### src/fpd_regs.vh
/*
 Constants for the flash command front end: opcodes, configuration bit
 positions and protection geometry. Definitions only; included by the
 design files of the block.
*/
`ifndef FPD_REGS_VH
`define FPD_REGS_VH

// Configuration and status bit positions
`define FPD_CFG1NV_TB_BIT     5
`define FPD_CFG2V_ALEN_BIT    0
`define FPD_CFG2NV_ALEN_BIT   1
`define FPD_STAT1NV_SPM_BIT   7

// Array geometry: 64 MB, protection granule is one 1 MB sector
`define FPD_ARRAY_MSB         25
`define FPD_GRAN_LSB          20

// Address field lengths in bits
`define FPD_ADDR_BITS_3B      6'd24
`define FPD_ADDR_BITS_4B      6'd32

// Dummy clock cycles before read data on fast and quad reads
`define FPD_DUMMY_CYC         6'd8

// Opcodes that always take a four byte address
`define FPD_OP_READ_W         8'h13
`define FPD_OP_FREAD_W        8'h0c
`define FPD_OP_QOREAD_W       8'h6c
`define FPD_OP_QIOREAD_W      8'hec
`define FPD_OP_ECCREAD_W      8'h18
`define FPD_OP_PPROG_W        8'h12
`define FPD_OP_PSCRUB_W       8'hcf
`define FPD_OP_QPROG_W        8'h34
`define FPD_OP_SERASE_W       8'h21
`define FPD_OP_BERASE_W       8'hdc

// Opcodes whose address length follows the address-length mode
`define FPD_OP_READ_L         8'h03
`define FPD_OP_FREAD_L        8'h0b
`define FPD_OP_QOREAD_L       8'h6b
`define FPD_OP_QIOREAD_L      8'heb
`define FPD_OP_PPROG_L        8'h02
`define FPD_OP_QPROG_L        8'h32
`define FPD_OP_SERASE_L       8'h20
`define FPD_OP_BERASE_L       8'hd8
`define FPD_OP_RDANY_L        8'h65
`define FPD_OP_WRANY_L        8'h71

// Address-length mode enter and exit
`define FPD_OP_ALEN_ENTER     8'hb7
`define FPD_OP_ALEN_EXIT      8'he9

// Command record layout in the buffer
`define FPD_REC_W             42
`define FPD_REC_READ_BIT      41
`define FPD_REC_WIDE_BIT      40

`endif

### src/fpd_buf2.v
/*
 Two-entry buffer with valid and ready on both sides.
 Assumes one clock, asynchronous active-low reset; out_data and out_valid are registers, in_ready decodes the count.
*/
`timescale 1ns/100ps
`default_nettype none

module fpd_buf2 #(
   parameter W = 42
) (
   input  wire         mclk,
   input  wire         arst_n,
   input  wire [W-1:0] in_data,
   input  wire         in_valid,
   output wire         in_ready,
   output wire [W-1:0] out_data,
   output wire         out_valid,
   input  wire         out_ready
);

   reg [W-1:0] ent_ff [0:1];
   reg         rd_ptr_ff;
   reg         wr_ptr_ff;
   reg [1:0]   cnt_ff;
   reg [W-1:0] out_data_ff;
   reg         out_valid_ff;

   wire push = in_valid & (cnt_ff != 2'd2);
   wire pop  = (cnt_ff != 2'd0) & (~out_valid_ff | out_ready);

   assign in_ready  = (cnt_ff != 2'd2);
   assign out_data  = out_data_ff;
   assign out_valid = out_valid_ff;

   always @(posedge mclk or negedge arst_n) begin
      if (!arst_n) begin
         rd_ptr_ff    <= 1'b0;
         wr_ptr_ff    <= 1'b0;
         cnt_ff       <= 2'd0;
         out_data_ff  <= {W{1'b0}};
         out_valid_ff <= 1'b0;
      end else begin
         if (push) begin
            ent_ff[wr_ptr_ff] <= in_data;
            wr_ptr_ff         <= ~wr_ptr_ff;
         end
         if (pop) begin
            out_data_ff <= ent_ff[rd_ptr_ff];
            rd_ptr_ff   <= ~rd_ptr_ff;
         end
         if (pop)
            out_valid_ff <= 1'b1;
         else if (out_ready)
            out_valid_ff <= 1'b0;
         cnt_ff <= cnt_ff + {1'b0, push} - {1'b0, pop};
      end
   end

endmodule // fpd_buf2

`default_nettype wire

### src/fpd_front.v
/*
 Serial flash command front end: frames commands by chip select, picks
 3- or 4-byte address fields, applies legacy block protection and hands
 command records to the array side through a two-entry buffer.
 Assumes pins arrive asynchronously and the serial clock is at most an
 eighth of mclk; SPI mode 0. Status and configuration bits come from the
 register logic on mclk.
*/
`timescale 1ns/100ps
`default_nettype none
`include "fpd_regs.vh"

module fpd_front (
   input  wire                 mclk,
   input  wire                 arst_n,
   input  wire                 cs_n_pin,
   input  wire                 sck_pin,
   input  wire [3:0]           io_in,
   output wire [3:0]           io_out,
   output wire [3:0]           io_oe,
   input  wire                 protect_range_bit2,
   input  wire                 protect_range_bit1,
   input  wire                 protect_range_bit0,
   input  wire [7:0]           config1_nonvol,
   input  wire [7:0]           config2_nonvol,
   input  wire [7:0]           status1_nonvol,
   input  wire                 sw_reset,
   output wire [7:0]           config2_volatile,
   output wire                 protect_from_bottom_sel,
   output wire                 protect_mode_selector,
   output wire                 cmd_valid,
   input  wire                 cmd_ready,
   output wire [7:0]           cmd_opcode,
   output wire [31:0]          cmd_addr,
   output wire                 cmd_read,
   output wire                 cmd_wide,
   input  wire [7:0]           rd_data,
   output wire                 rd_next,
   output wire                 prot_block,
   output wire                 frame_reject
);

   localparam ST_IDLE  = 3'd0;
   localparam ST_OPC   = 3'd1;
   localparam ST_ADDR  = 3'd2;
   localparam ST_DUMMY = 3'd3;
   localparam ST_DOUT  = 3'd4;
   localparam ST_DIN   = 3'd5;

   // Two-stage synchronisers for all pins
   reg  [5:0]  sync1_ff;
   reg  [5:0]  sync2_ff;
   reg         sck_d_ff;
   reg         cs_d_ff;
   wire        cs_s  = sync2_ff[5];
   wire        sck_s = sync2_ff[4];
   wire [3:0]  io_s  = sync2_ff[3:0];
   wire        sck_rise = sck_s & ~sck_d_ff & ~cs_s;
   wire        sck_fall = ~sck_s & sck_d_ff & ~cs_s;
   wire        cs_end   = cs_s & ~cs_d_ff;
   wire        cs_start = ~cs_s & cs_d_ff;

   reg  [2:0]  st_ff;
   reg  [7:0]  opc_ff;
   reg  [31:0] sh_ff;
   reg  [31:0] addr_ff;
   reg  [5:0]  cnt_ff;
   reg  [2:0]  bmod_ff;
   reg         addr_done_ff;
   reg         wide_ff;
   reg  [7:0]  out_sh_ff;
   reg  [2:0]  out_cnt_ff;
   reg  [3:0]  io_out_ff;
   reg  [3:0]  io_oe_ff;
   reg         rd_next_ff;
   reg         prot_block_ff;
   reg         frame_reject_ff;
   reg         alen_ff;
   reg         tb_ff;
   reg         spm_ff;
   reg         load_pend_ff;
   reg  [`FPD_REC_W-1:0] pend_rec_ff;
   reg         pend_ff;

   wire [7:0]  opc_nxt = {sh_ff[6:0], io_s[0]};

   // Opcode classes for the opcode being decoded or held
   function is_wide_op;
      input [7:0] op;
      begin
         case (op)
            `FPD_OP_READ_W, `FPD_OP_FREAD_W, `FPD_OP_QOREAD_W, `FPD_OP_QIOREAD_W,
            `FPD_OP_ECCREAD_W, `FPD_OP_PPROG_W, `FPD_OP_PSCRUB_W, `FPD_OP_QPROG_W,
            `FPD_OP_SERASE_W, `FPD_OP_BERASE_W: is_wide_op = 1'b1;
            default: is_wide_op = 1'b0;
         endcase
      end
   endfunction

   function is_legacy_op;
      input [7:0] op;
      begin
         case (op)
            `FPD_OP_READ_L, `FPD_OP_FREAD_L, `FPD_OP_QOREAD_L, `FPD_OP_QIOREAD_L,
            `FPD_OP_PPROG_L, `FPD_OP_QPROG_L, `FPD_OP_SERASE_L, `FPD_OP_BERASE_L,
            `FPD_OP_RDANY_L, `FPD_OP_WRANY_L: is_legacy_op = 1'b1;
            default: is_legacy_op = 1'b0;
         endcase
      end
   endfunction

   function is_read_op;
      input [7:0] op;
      begin
         case (op)
            `FPD_OP_READ_W, `FPD_OP_FREAD_W, `FPD_OP_QOREAD_W, `FPD_OP_QIOREAD_W,
            `FPD_OP_ECCREAD_W, `FPD_OP_READ_L, `FPD_OP_FREAD_L, `FPD_OP_QOREAD_L,
            `FPD_OP_QIOREAD_L, `FPD_OP_RDANY_L: is_read_op = 1'b1;
            default: is_read_op = 1'b0;
         endcase
      end
   endfunction

   function is_array_mod_op;
      input [7:0] op;
      begin
         case (op)
            `FPD_OP_PPROG_W, `FPD_OP_PSCRUB_W, `FPD_OP_QPROG_W, `FPD_OP_SERASE_W,
            `FPD_OP_BERASE_W, `FPD_OP_PPROG_L, `FPD_OP_QPROG_L, `FPD_OP_SERASE_L,
            `FPD_OP_BERASE_L: is_array_mod_op = 1'b1;
            default: is_array_mod_op = 1'b0;
         endcase
      end
   endfunction

   wire op_quad_addr = (opc_ff == `FPD_OP_QIOREAD_W) | (opc_ff == `FPD_OP_QIOREAD_L);
   wire op_quad_out  = op_quad_addr | (opc_ff == `FPD_OP_QOREAD_W) |
                       (opc_ff == `FPD_OP_QOREAD_L);
   wire op_quad_in   = (opc_ff == `FPD_OP_QPROG_W) | (opc_ff == `FPD_OP_QPROG_L);
   wire op_dummy     = op_quad_out | (opc_ff == `FPD_OP_FREAD_W) |
                       (opc_ff == `FPD_OP_FREAD_L);
   wire quad_step    = ((st_ff == ST_ADDR) & op_quad_addr) |
                       ((st_ff == ST_DIN) & op_quad_in);
   wire [5:0] step   = quad_step ? 6'd4 : 6'd1;
   wire [5:0] cnt_nxt = cnt_ff + step;
   wire [31:0] sh_nxt = quad_step ? {sh_ff[27:0], io_s} : {sh_ff[30:0], io_s[0]};
   // Wide opcodes always take 32 bits; legacy ones follow the mode bit
   wire [5:0] addr_bits = (wide_ff | alen_ff) ? `FPD_ADDR_BITS_4B
                                              : `FPD_ADDR_BITS_3B;
   // Short addresses must drop the opcode bits still held in the shifter
   wire [31:0] addr_cap = (addr_bits == `FPD_ADDR_BITS_4B) ? sh_nxt
                                                           : {8'h00, sh_nxt[23:0]};

   // Protected fraction is 1/2^(7-code) of the array for codes 1 to 7, none for code 0, in 1 MB granules
   wire [2:0] bp_code = {protect_range_bit2, protect_range_bit1, protect_range_bit0};
   wire [5:0] gran    = addr_ff[`FPD_ARRAY_MSB:`FPD_GRAN_LSB];
   wire [5:0] bp_mask = 6'h3f << (bp_code - 3'd1);
   wire in_top        = ((gran | ~bp_mask) == 6'h3f);
   wire in_bottom     = ((gran & bp_mask) == 6'h00);
   wire addr_prot     = (bp_code == 3'd7) |
                        ((bp_code != 3'd0) & (tb_ff ? in_bottom : in_top));

   wire                   buf_in_ready;
   wire [`FPD_REC_W-1:0] buf_out;

   fpd_buf2 #(
      .W (`FPD_REC_W)
   ) u_buf (
      .mclk      (mclk),
      .arst_n    (arst_n),
      .in_data   (pend_rec_ff),
      .in_valid  (pend_ff),
      .in_ready  (buf_in_ready),
      .out_data  (buf_out),
      .out_valid (cmd_valid),
      .out_ready (cmd_ready)
   );

   assign cmd_read      = buf_out[`FPD_REC_READ_BIT];
   assign cmd_wide      = buf_out[`FPD_REC_WIDE_BIT];
   assign cmd_opcode    = buf_out[39:32];
   assign cmd_addr      = buf_out[31:0];
   assign io_out        = io_out_ff;
   assign io_oe         = io_oe_ff;
   assign rd_next       = rd_next_ff;
   assign prot_block    = prot_block_ff;
   assign frame_reject  = frame_reject_ff;
   assign config2_volatile        = {7'h00, alen_ff};
   assign protect_from_bottom_sel = tb_ff;
   assign protect_mode_selector   = spm_ff;

   always @(posedge mclk or negedge arst_n) begin
      if (!arst_n) begin
         sync1_ff <= 6'h20;
         sync2_ff <= 6'h20;
         sck_d_ff <= 1'b0;
         cs_d_ff  <= 1'b1;
      end else begin
         sync1_ff <= {cs_n_pin, sck_pin, io_in};
         sync2_ff <= sync1_ff;
         sck_d_ff <= sck_s;
         cs_d_ff  <= cs_s;
      end
   end

   // Mode bits: alen_ff and spm_ff copies are sampled one edge after reset release and on sw_reset; tb_ff follows every edge
   always @(posedge mclk or negedge arst_n) begin
      if (!arst_n) begin
         load_pend_ff <= 1'b1;
         alen_ff      <= 1'b0;
         spm_ff       <= 1'b0;
         tb_ff        <= 1'b0;
      end else begin
         load_pend_ff <= 1'b0;
         tb_ff        <= config1_nonvol[`FPD_CFG1NV_TB_BIT];
         if (load_pend_ff | sw_reset) begin
            alen_ff <= config2_nonvol[`FPD_CFG2NV_ALEN_BIT];
            spm_ff  <= status1_nonvol[`FPD_STAT1NV_SPM_BIT];
         end else if (cs_end & (bmod_ff == 3'd0) & (st_ff == ST_DIN)) begin
            if (opc_ff == `FPD_OP_ALEN_ENTER)
               alen_ff <= 1'b1;
            else if (opc_ff == `FPD_OP_ALEN_EXIT)
               alen_ff <= 1'b0;
         end
      end
   end

   always @(posedge mclk or negedge arst_n) begin
      if (!arst_n) begin
         st_ff           <= ST_IDLE;
         opc_ff          <= 8'h00;
         sh_ff           <= 32'h0000_0000;
         addr_ff         <= 32'h0000_0000;
         cnt_ff          <= 6'd0;
         bmod_ff         <= 3'd0;
         addr_done_ff    <= 1'b0;
         wide_ff         <= 1'b0;
         out_sh_ff       <= 8'h00;
         out_cnt_ff      <= 3'd0;
         io_out_ff       <= 4'h0;
         io_oe_ff        <= 4'h0;
         rd_next_ff      <= 1'b0;
         prot_block_ff   <= 1'b0;
         frame_reject_ff <= 1'b0;
         pend_rec_ff     <= {`FPD_REC_W{1'b0}};
         pend_ff         <= 1'b0;
      end else begin
         rd_next_ff      <= 1'b0;
         prot_block_ff   <= 1'b0;
         frame_reject_ff <= 1'b0;
         if (pend_ff & buf_in_ready)
            pend_ff <= 1'b0;
         if (cs_end) begin
            // Select high ends the frame and releases the data lines
            st_ff    <= ST_IDLE;
            io_oe_ff <= 4'h0;
            if (bmod_ff != 3'd0 || st_ff == ST_OPC ||
                (st_ff == ST_ADDR && !addr_done_ff)) begin
               frame_reject_ff <= 1'b1;
            end else if (st_ff == ST_DIN) begin
               if (is_array_mod_op(opc_ff) & addr_prot) begin
                  prot_block_ff <= 1'b1;
               end else begin
                  pend_rec_ff <= {1'b0, wide_ff, opc_ff, addr_ff};
                  pend_ff     <= 1'b1;
               end
            end
         end else if (cs_start) begin
            st_ff        <= ST_OPC;
            cnt_ff       <= 6'd0;
            bmod_ff      <= 3'd0;
            addr_done_ff <= 1'b0;
            wide_ff      <= 1'b0;
            addr_ff      <= 32'h0000_0000;
         end else if (sck_rise) begin
            bmod_ff <= bmod_ff + step[2:0];
            sh_ff   <= sh_nxt;
            case (st_ff)
               ST_OPC: begin
                  cnt_ff <= cnt_nxt;
                  if (cnt_ff == 6'd7) begin
                     opc_ff  <= opc_nxt;
                     cnt_ff  <= 6'd0;
                     wide_ff <= is_wide_op(opc_nxt);
                     if (is_wide_op(opc_nxt) | is_legacy_op(opc_nxt))
                        st_ff <= ST_ADDR;
                     else
                        st_ff <= ST_DIN;
                  end
               end
               ST_ADDR: begin
                  cnt_ff <= cnt_nxt;
                  if (cnt_nxt == addr_bits) begin
                     addr_ff      <= addr_cap;
                     addr_done_ff <= 1'b1;
                     cnt_ff       <= 6'd0;
                     if (!is_read_op(opc_ff)) begin
                        st_ff <= ST_DIN;
                     end else begin
                        // Reads go to the array side as soon as the address is known
                        st_ff       <= op_dummy ? ST_DUMMY : ST_DOUT;
                        out_cnt_ff  <= 3'd0;
                        pend_rec_ff <= {1'b1, wide_ff, opc_ff, addr_cap};
                        pend_ff     <= 1'b1;
                     end
                  end
               end
               ST_DUMMY: begin
                  cnt_ff <= cnt_nxt;
                  if (cnt_nxt == `FPD_DUMMY_CYC)
                     st_ff <= ST_DOUT;
               end
               ST_DOUT, ST_DIN: begin
                  cnt_ff <= 6'd0;
               end
               default: st_ff <= ST_IDLE;
            endcase
         end else if (sck_fall & (st_ff == ST_DOUT)) begin
            // Data launches on the falling edge for the host to catch on the rise
            if (op_quad_out) begin
               io_oe_ff <= 4'hf;
               if (out_cnt_ff == 3'd0) begin
                  io_out_ff  <= rd_data[7:4];
                  out_sh_ff  <= {rd_data[3:0], 4'h0};
                  rd_next_ff <= 1'b1;
                  out_cnt_ff <= 3'd1;
               end else begin
                  io_out_ff  <= out_sh_ff[7:4];
                  out_cnt_ff <= 3'd0;
               end
            end else begin
               io_oe_ff <= 4'h2;
               if (out_cnt_ff == 3'd0) begin
                  io_out_ff  <= {2'b00, rd_data[7], 1'b0};
                  out_sh_ff  <= {rd_data[6:0], 1'b0};
                  rd_next_ff <= 1'b1;
               end else begin
                  io_out_ff <= {2'b00, out_sh_ff[7], 1'b0};
                  out_sh_ff <= {out_sh_ff[6:0], 1'b0};
               end
               out_cnt_ff <= out_cnt_ff + 3'd1;
            end
         end
      end
   end

endmodule // fpd_front

`default_nettype wire

### config.mk
export PLATFORM = sky130hd
export DESIGN_NAME = fpd_front
export DESIGN_NICKNAME = d
export VERILOG_FILES = /design/src/fpd_buf2.v /design/src/fpd_front.v
export VERILOG_INCLUDE_DIRS = /design/src
export SDC_FILE = /design/constraint.sdc
export NUM_CORES = 1
export LEC_CHECK = 0
export BUFFER_PORTS_ARGS = -buffer_cell sky130_fd_sc_hd__buf_2
export CELL_PAD_IN_SITES_DETAIL_PLACEMENT = 1
export CELL_PAD_IN_SITES_GLOBAL_PLACEMENT = 1
export CORE_MARGIN = 10
export CORE_UTILIZATION = 44
export DETAILED_ROUTE_END_ITERATION = 10
export PLACE_DENSITY = 0.74
export SYNTH_ARGS = -nofsm -noshare
export SYNTH_HDL_FRONTEND = slang
export SYNTH_SLANG_ARGS = --single-unit
### constraint.sdc
create_clock -name mclk -period 3.9 [get_ports mclk]
set_input_delay 0.78 -clock mclk [delete_from_list [all_inputs] [get_ports mclk]]
set_output_delay 0.78 -clock mclk [all_outputs]
set_load 0.05 [all_outputs]
==> impl_metrics.tcl <==
set metrics [dict create \
    outcome "completed" \
    cts.sinks 296 \
    yosysTopAreaCell "dfrtp_1" \
    start_kind "register" \
    wl_um 31700 \
    synthFlopType "dfrtp_1" \
    final-setup-viol-count 0 \
    arrival_ns 4.29 \
    syn_area_per_cell_um2 12.0 \
    p_leak_nw 6.87 \
    num_vias 8580 \
    finalCritPeriodShare_pct 99.1 \
    worstHoldStart "cs_n_pin" \
    endpoint_kind "register" \
    ys_seq_area_share_pct 60.0 \
    via_per_inst 5.40 \
    hold_buffers 0 \
    cap_violations 0 \
    hold_viol_final 0 \
    cts.path.max_buffers 3 \
    power_density_mw_per_mm2 627 \
    overflow 0 \
    maxSlewHeadroom_pct 23.8 \
    synth_edf_count 84 \
    cts_buffers 31 \
    hp-class "primary input to register" \
    start_util_pct 44.3 \
    htreeDepth 1 \
    cts.clk_slew.worst_paths_ns 0.06 \
    synth_cells 1090 \
    regToRegStartpoint "opc_ff[0]" \
    portBuffers 80 \
    period_needed_ns 3.87 \
    path_max_fanout 8 \
    ys_async_sr_fraction_pct 71.6 \
    synth.ff_latch_count 296 \
    drt_iter0_drc 416 \
    rsz0062_at_grt "true" \
    insertion_delay_ns 0.55 \
    antenna_cells 0 \
    grt_pass1_vias 9418 \
    drc_errors 0 \
    reg2reg_slack_ns 0.03 \
    cts_tree "built" \
    dp_slack_ns -0.0188 \
    worstRegToRegCells 13 \
    synth_top_area_share_pct 39.9 \
    worst_pin_slew_ns 1.13 \
    cp.required_ns 4.32 \
    grt_max_degree 166 \
    ys_top_cells_by_count "dfrtp_1, nand2_1, o21ai_0, edfxtp_1, mux2i_1" \
    clockRootBuffer "clkbuf_16" \
    antenna_found_initial 0 \
    max_freq_ghz 0.259 \
    fp.dieArea_mm2 0.0370 \
    place_area_mm2 0.0139 \
    skew_ns 0.0215 \
    synth_area_mm2 0.0131 \
    final_cell_area_mm2 0.0153 \
    nets 1238 \
    die_h_um 192 \
    yosysMostFrequentCell "dfrtp_1" \
    wl_per_cell_um 19.9 \
    max-vdd-ir-drop_v 0.000375 \
    core.rowCount 63 \
    regToRegEndpoint "pend_rec_ff[14]" \
    worst_slack_ns 0.0345 \
    hpwl_um 20800 \
    stdcell_count 1590 \
    fin_setup_tns_ns 0 \
    die_w_um 192 \
    first_pass_iters 4 \
    placed_cells 1525 \
    yosysUniqueCellTypes 76 \
    criticalPathCategory "register to register" \
    core_mm2 0.0295 \
    grt_usage_pct 16.9 \
    drive_gt1_share_pct 22.4 \
    drv_slew 0 \
    hold_end "sync1_ff[5]" \
    synth_area_leaders "dfrtp_1, edfxtp_1, mux2i_1" \
    ys_warn_count 0 \
    gp_congestion 0.836 \
    io_pins 109 \
    utilization_pct 51.9 \
    grt_pass1_wl_um 51100 \
    ant_nets 0 \
    nFillCells 3046 \
    syn_to_final_growth_pct 17.1 \
    min_path_cells 1 \
]
[final cells by class]
cell class	count	area, um^2	area share [%]
sequential	296	7830	51.2
clock buffer	38	822	5.38
timing repair buffer	121	773	5.06
inverter	25	93.8	0.614
clock inverter	19	330	2.16
multi-input combinational	701	4950	32.4
tap	390	488	3.19
[timing repair]
item | 4_1_cts | 5_1_grt
buffers inserted | 0 | 6
cloned | 0 | 2
resized for setup | 3 | 17
endpoints found under the setup margin | 44 | 56
pin swaps | 0 | 9
[critical path, stage by stage (launching register included)]
cell and delay [ns]:
dfrtp_1 0.40, or3b_4 0.43, a211oi_4 0.31, a32oi_4 0.20, ha_4 0.21, ha_4 0.18, xor2_4 0.16, or4b_4 0.53
o32ai_4 0.20, o21a_4 0.19, nor2_4 0.06, a211o_4 0.35, clkbuf_16 0.20, mux2_4 0.30
[cell families after synthesis]
logic type / Yosys count / share of synthesized area, %
DFF: 296 / 60.0
and+or+nand+nor: 286 / 10.1
AOI/OAI and AO/OA: 242 / 11.5
muxes: 134 / 12.0
buffers and inverters: 101 / 3.90
adders and majority gates: 17 / 1.63
xor gates and xnor gates: 13 / 0.872
other: 1 / 0.0287
[flip-flops by register name (all words and copies together) (netlist names), 2 cells and up]
| register | cells |
|---|---|
| u_buf.ent_ff | 84 |
| pend_rec_ff | 42 |
| u_buf.out_data | 42 |
| addr_ff | 32 |
| sh_ff | 31 |
| opc_ff | 8 |
| out_sh_ff | 7 |
| cnt_ff | 6 |
| sync1_ff | 6 |
| sync2_ff | 6 |
| io_out | 4 |
| bmod_ff | 3 |
| out_cnt_ff | 3 |
| st_ff | 3 |
| io_oe | 2 |
| u_buf.cnt_ff | 2 |
[power breakdown]
part,switching [W],internal [W],total (W)
Sequential,0.000309,0.00354,0.00385
Combinational,0.00169,0.000733,0.00242
Clock,0.00122,0.00209,0.00331
[metrics by stage]
stage / power (W) / hold WS [ns]
5_1_grt: 0.0100 / 0.310
3_5_place_dp: 0.00630 / 0.336
6_report: 0.00958 / 0.326
4_1_cts: 0.00965 / 0.299
3_3_place_gp: 0.00621 / 0.335
2_1_floorplan: 0.00566 / 0.331
[layer usage]
layer | GRT usage [%] | wire length, um | up-vias
met5 | 0 | 0 | -
met3 | 2.20 | 1160 | 32
met4 | 3.85 | 448 | 0
met2 | 29.6 | 16100 | 118
met1 | 21.7 | 14000 | 4379
li1 | - | - | 4051
[cell usage in the layout, fill, tap and decap left out, drive strengths merged, types with 8 or more instances in the layout]
| master | netlist | layout |
|---|---|---|
| dfrtp | 208 | 208 |
| nand2 | 135 | 135 |
| buf | 24 | 120 |
| o21ai | 97 | 97 |
| edfxtp | 84 | 84 |
| mux2i | 78 | 78 |
| nor2 | 69 | 69 |
| a21oi | 59 | 59 |
| mux2 | 56 | 56 |
| clkbuf | 52 | 39 |
| o31ai | 27 | 27 |
| inv | 25 | 25 |
| ha | 17 | 17 |
| nor3 | 11 | 11 |
| nand2b | 9 | 9 |
| bufinv | 0 | 9 |
| conb | 1 | 8 |
| nor3b | 8 | 8 |
[worst max-delay path by stage]
stage	from	endpoint	slack, ns	cells past startpoint
after floorplan	opc_ff[2]	pend_rec_ff[10]	-0.04	16
after global placement	opc_ff[0]	pend_rec_ff[1]	0.08	15
after detailed placement	opc_ff[0]	addr_ff[26]	-0.02	13
after CTS	opc_ff[0]	pend_rec_ff[12]	0.004	15
after global routing	opc_ff[2]	pend_rec_ff[14]	-0.09	13
final	opc_ff[0]	pend_rec_ff[14]	0.03	13
(Power assumes the default switching activity.)
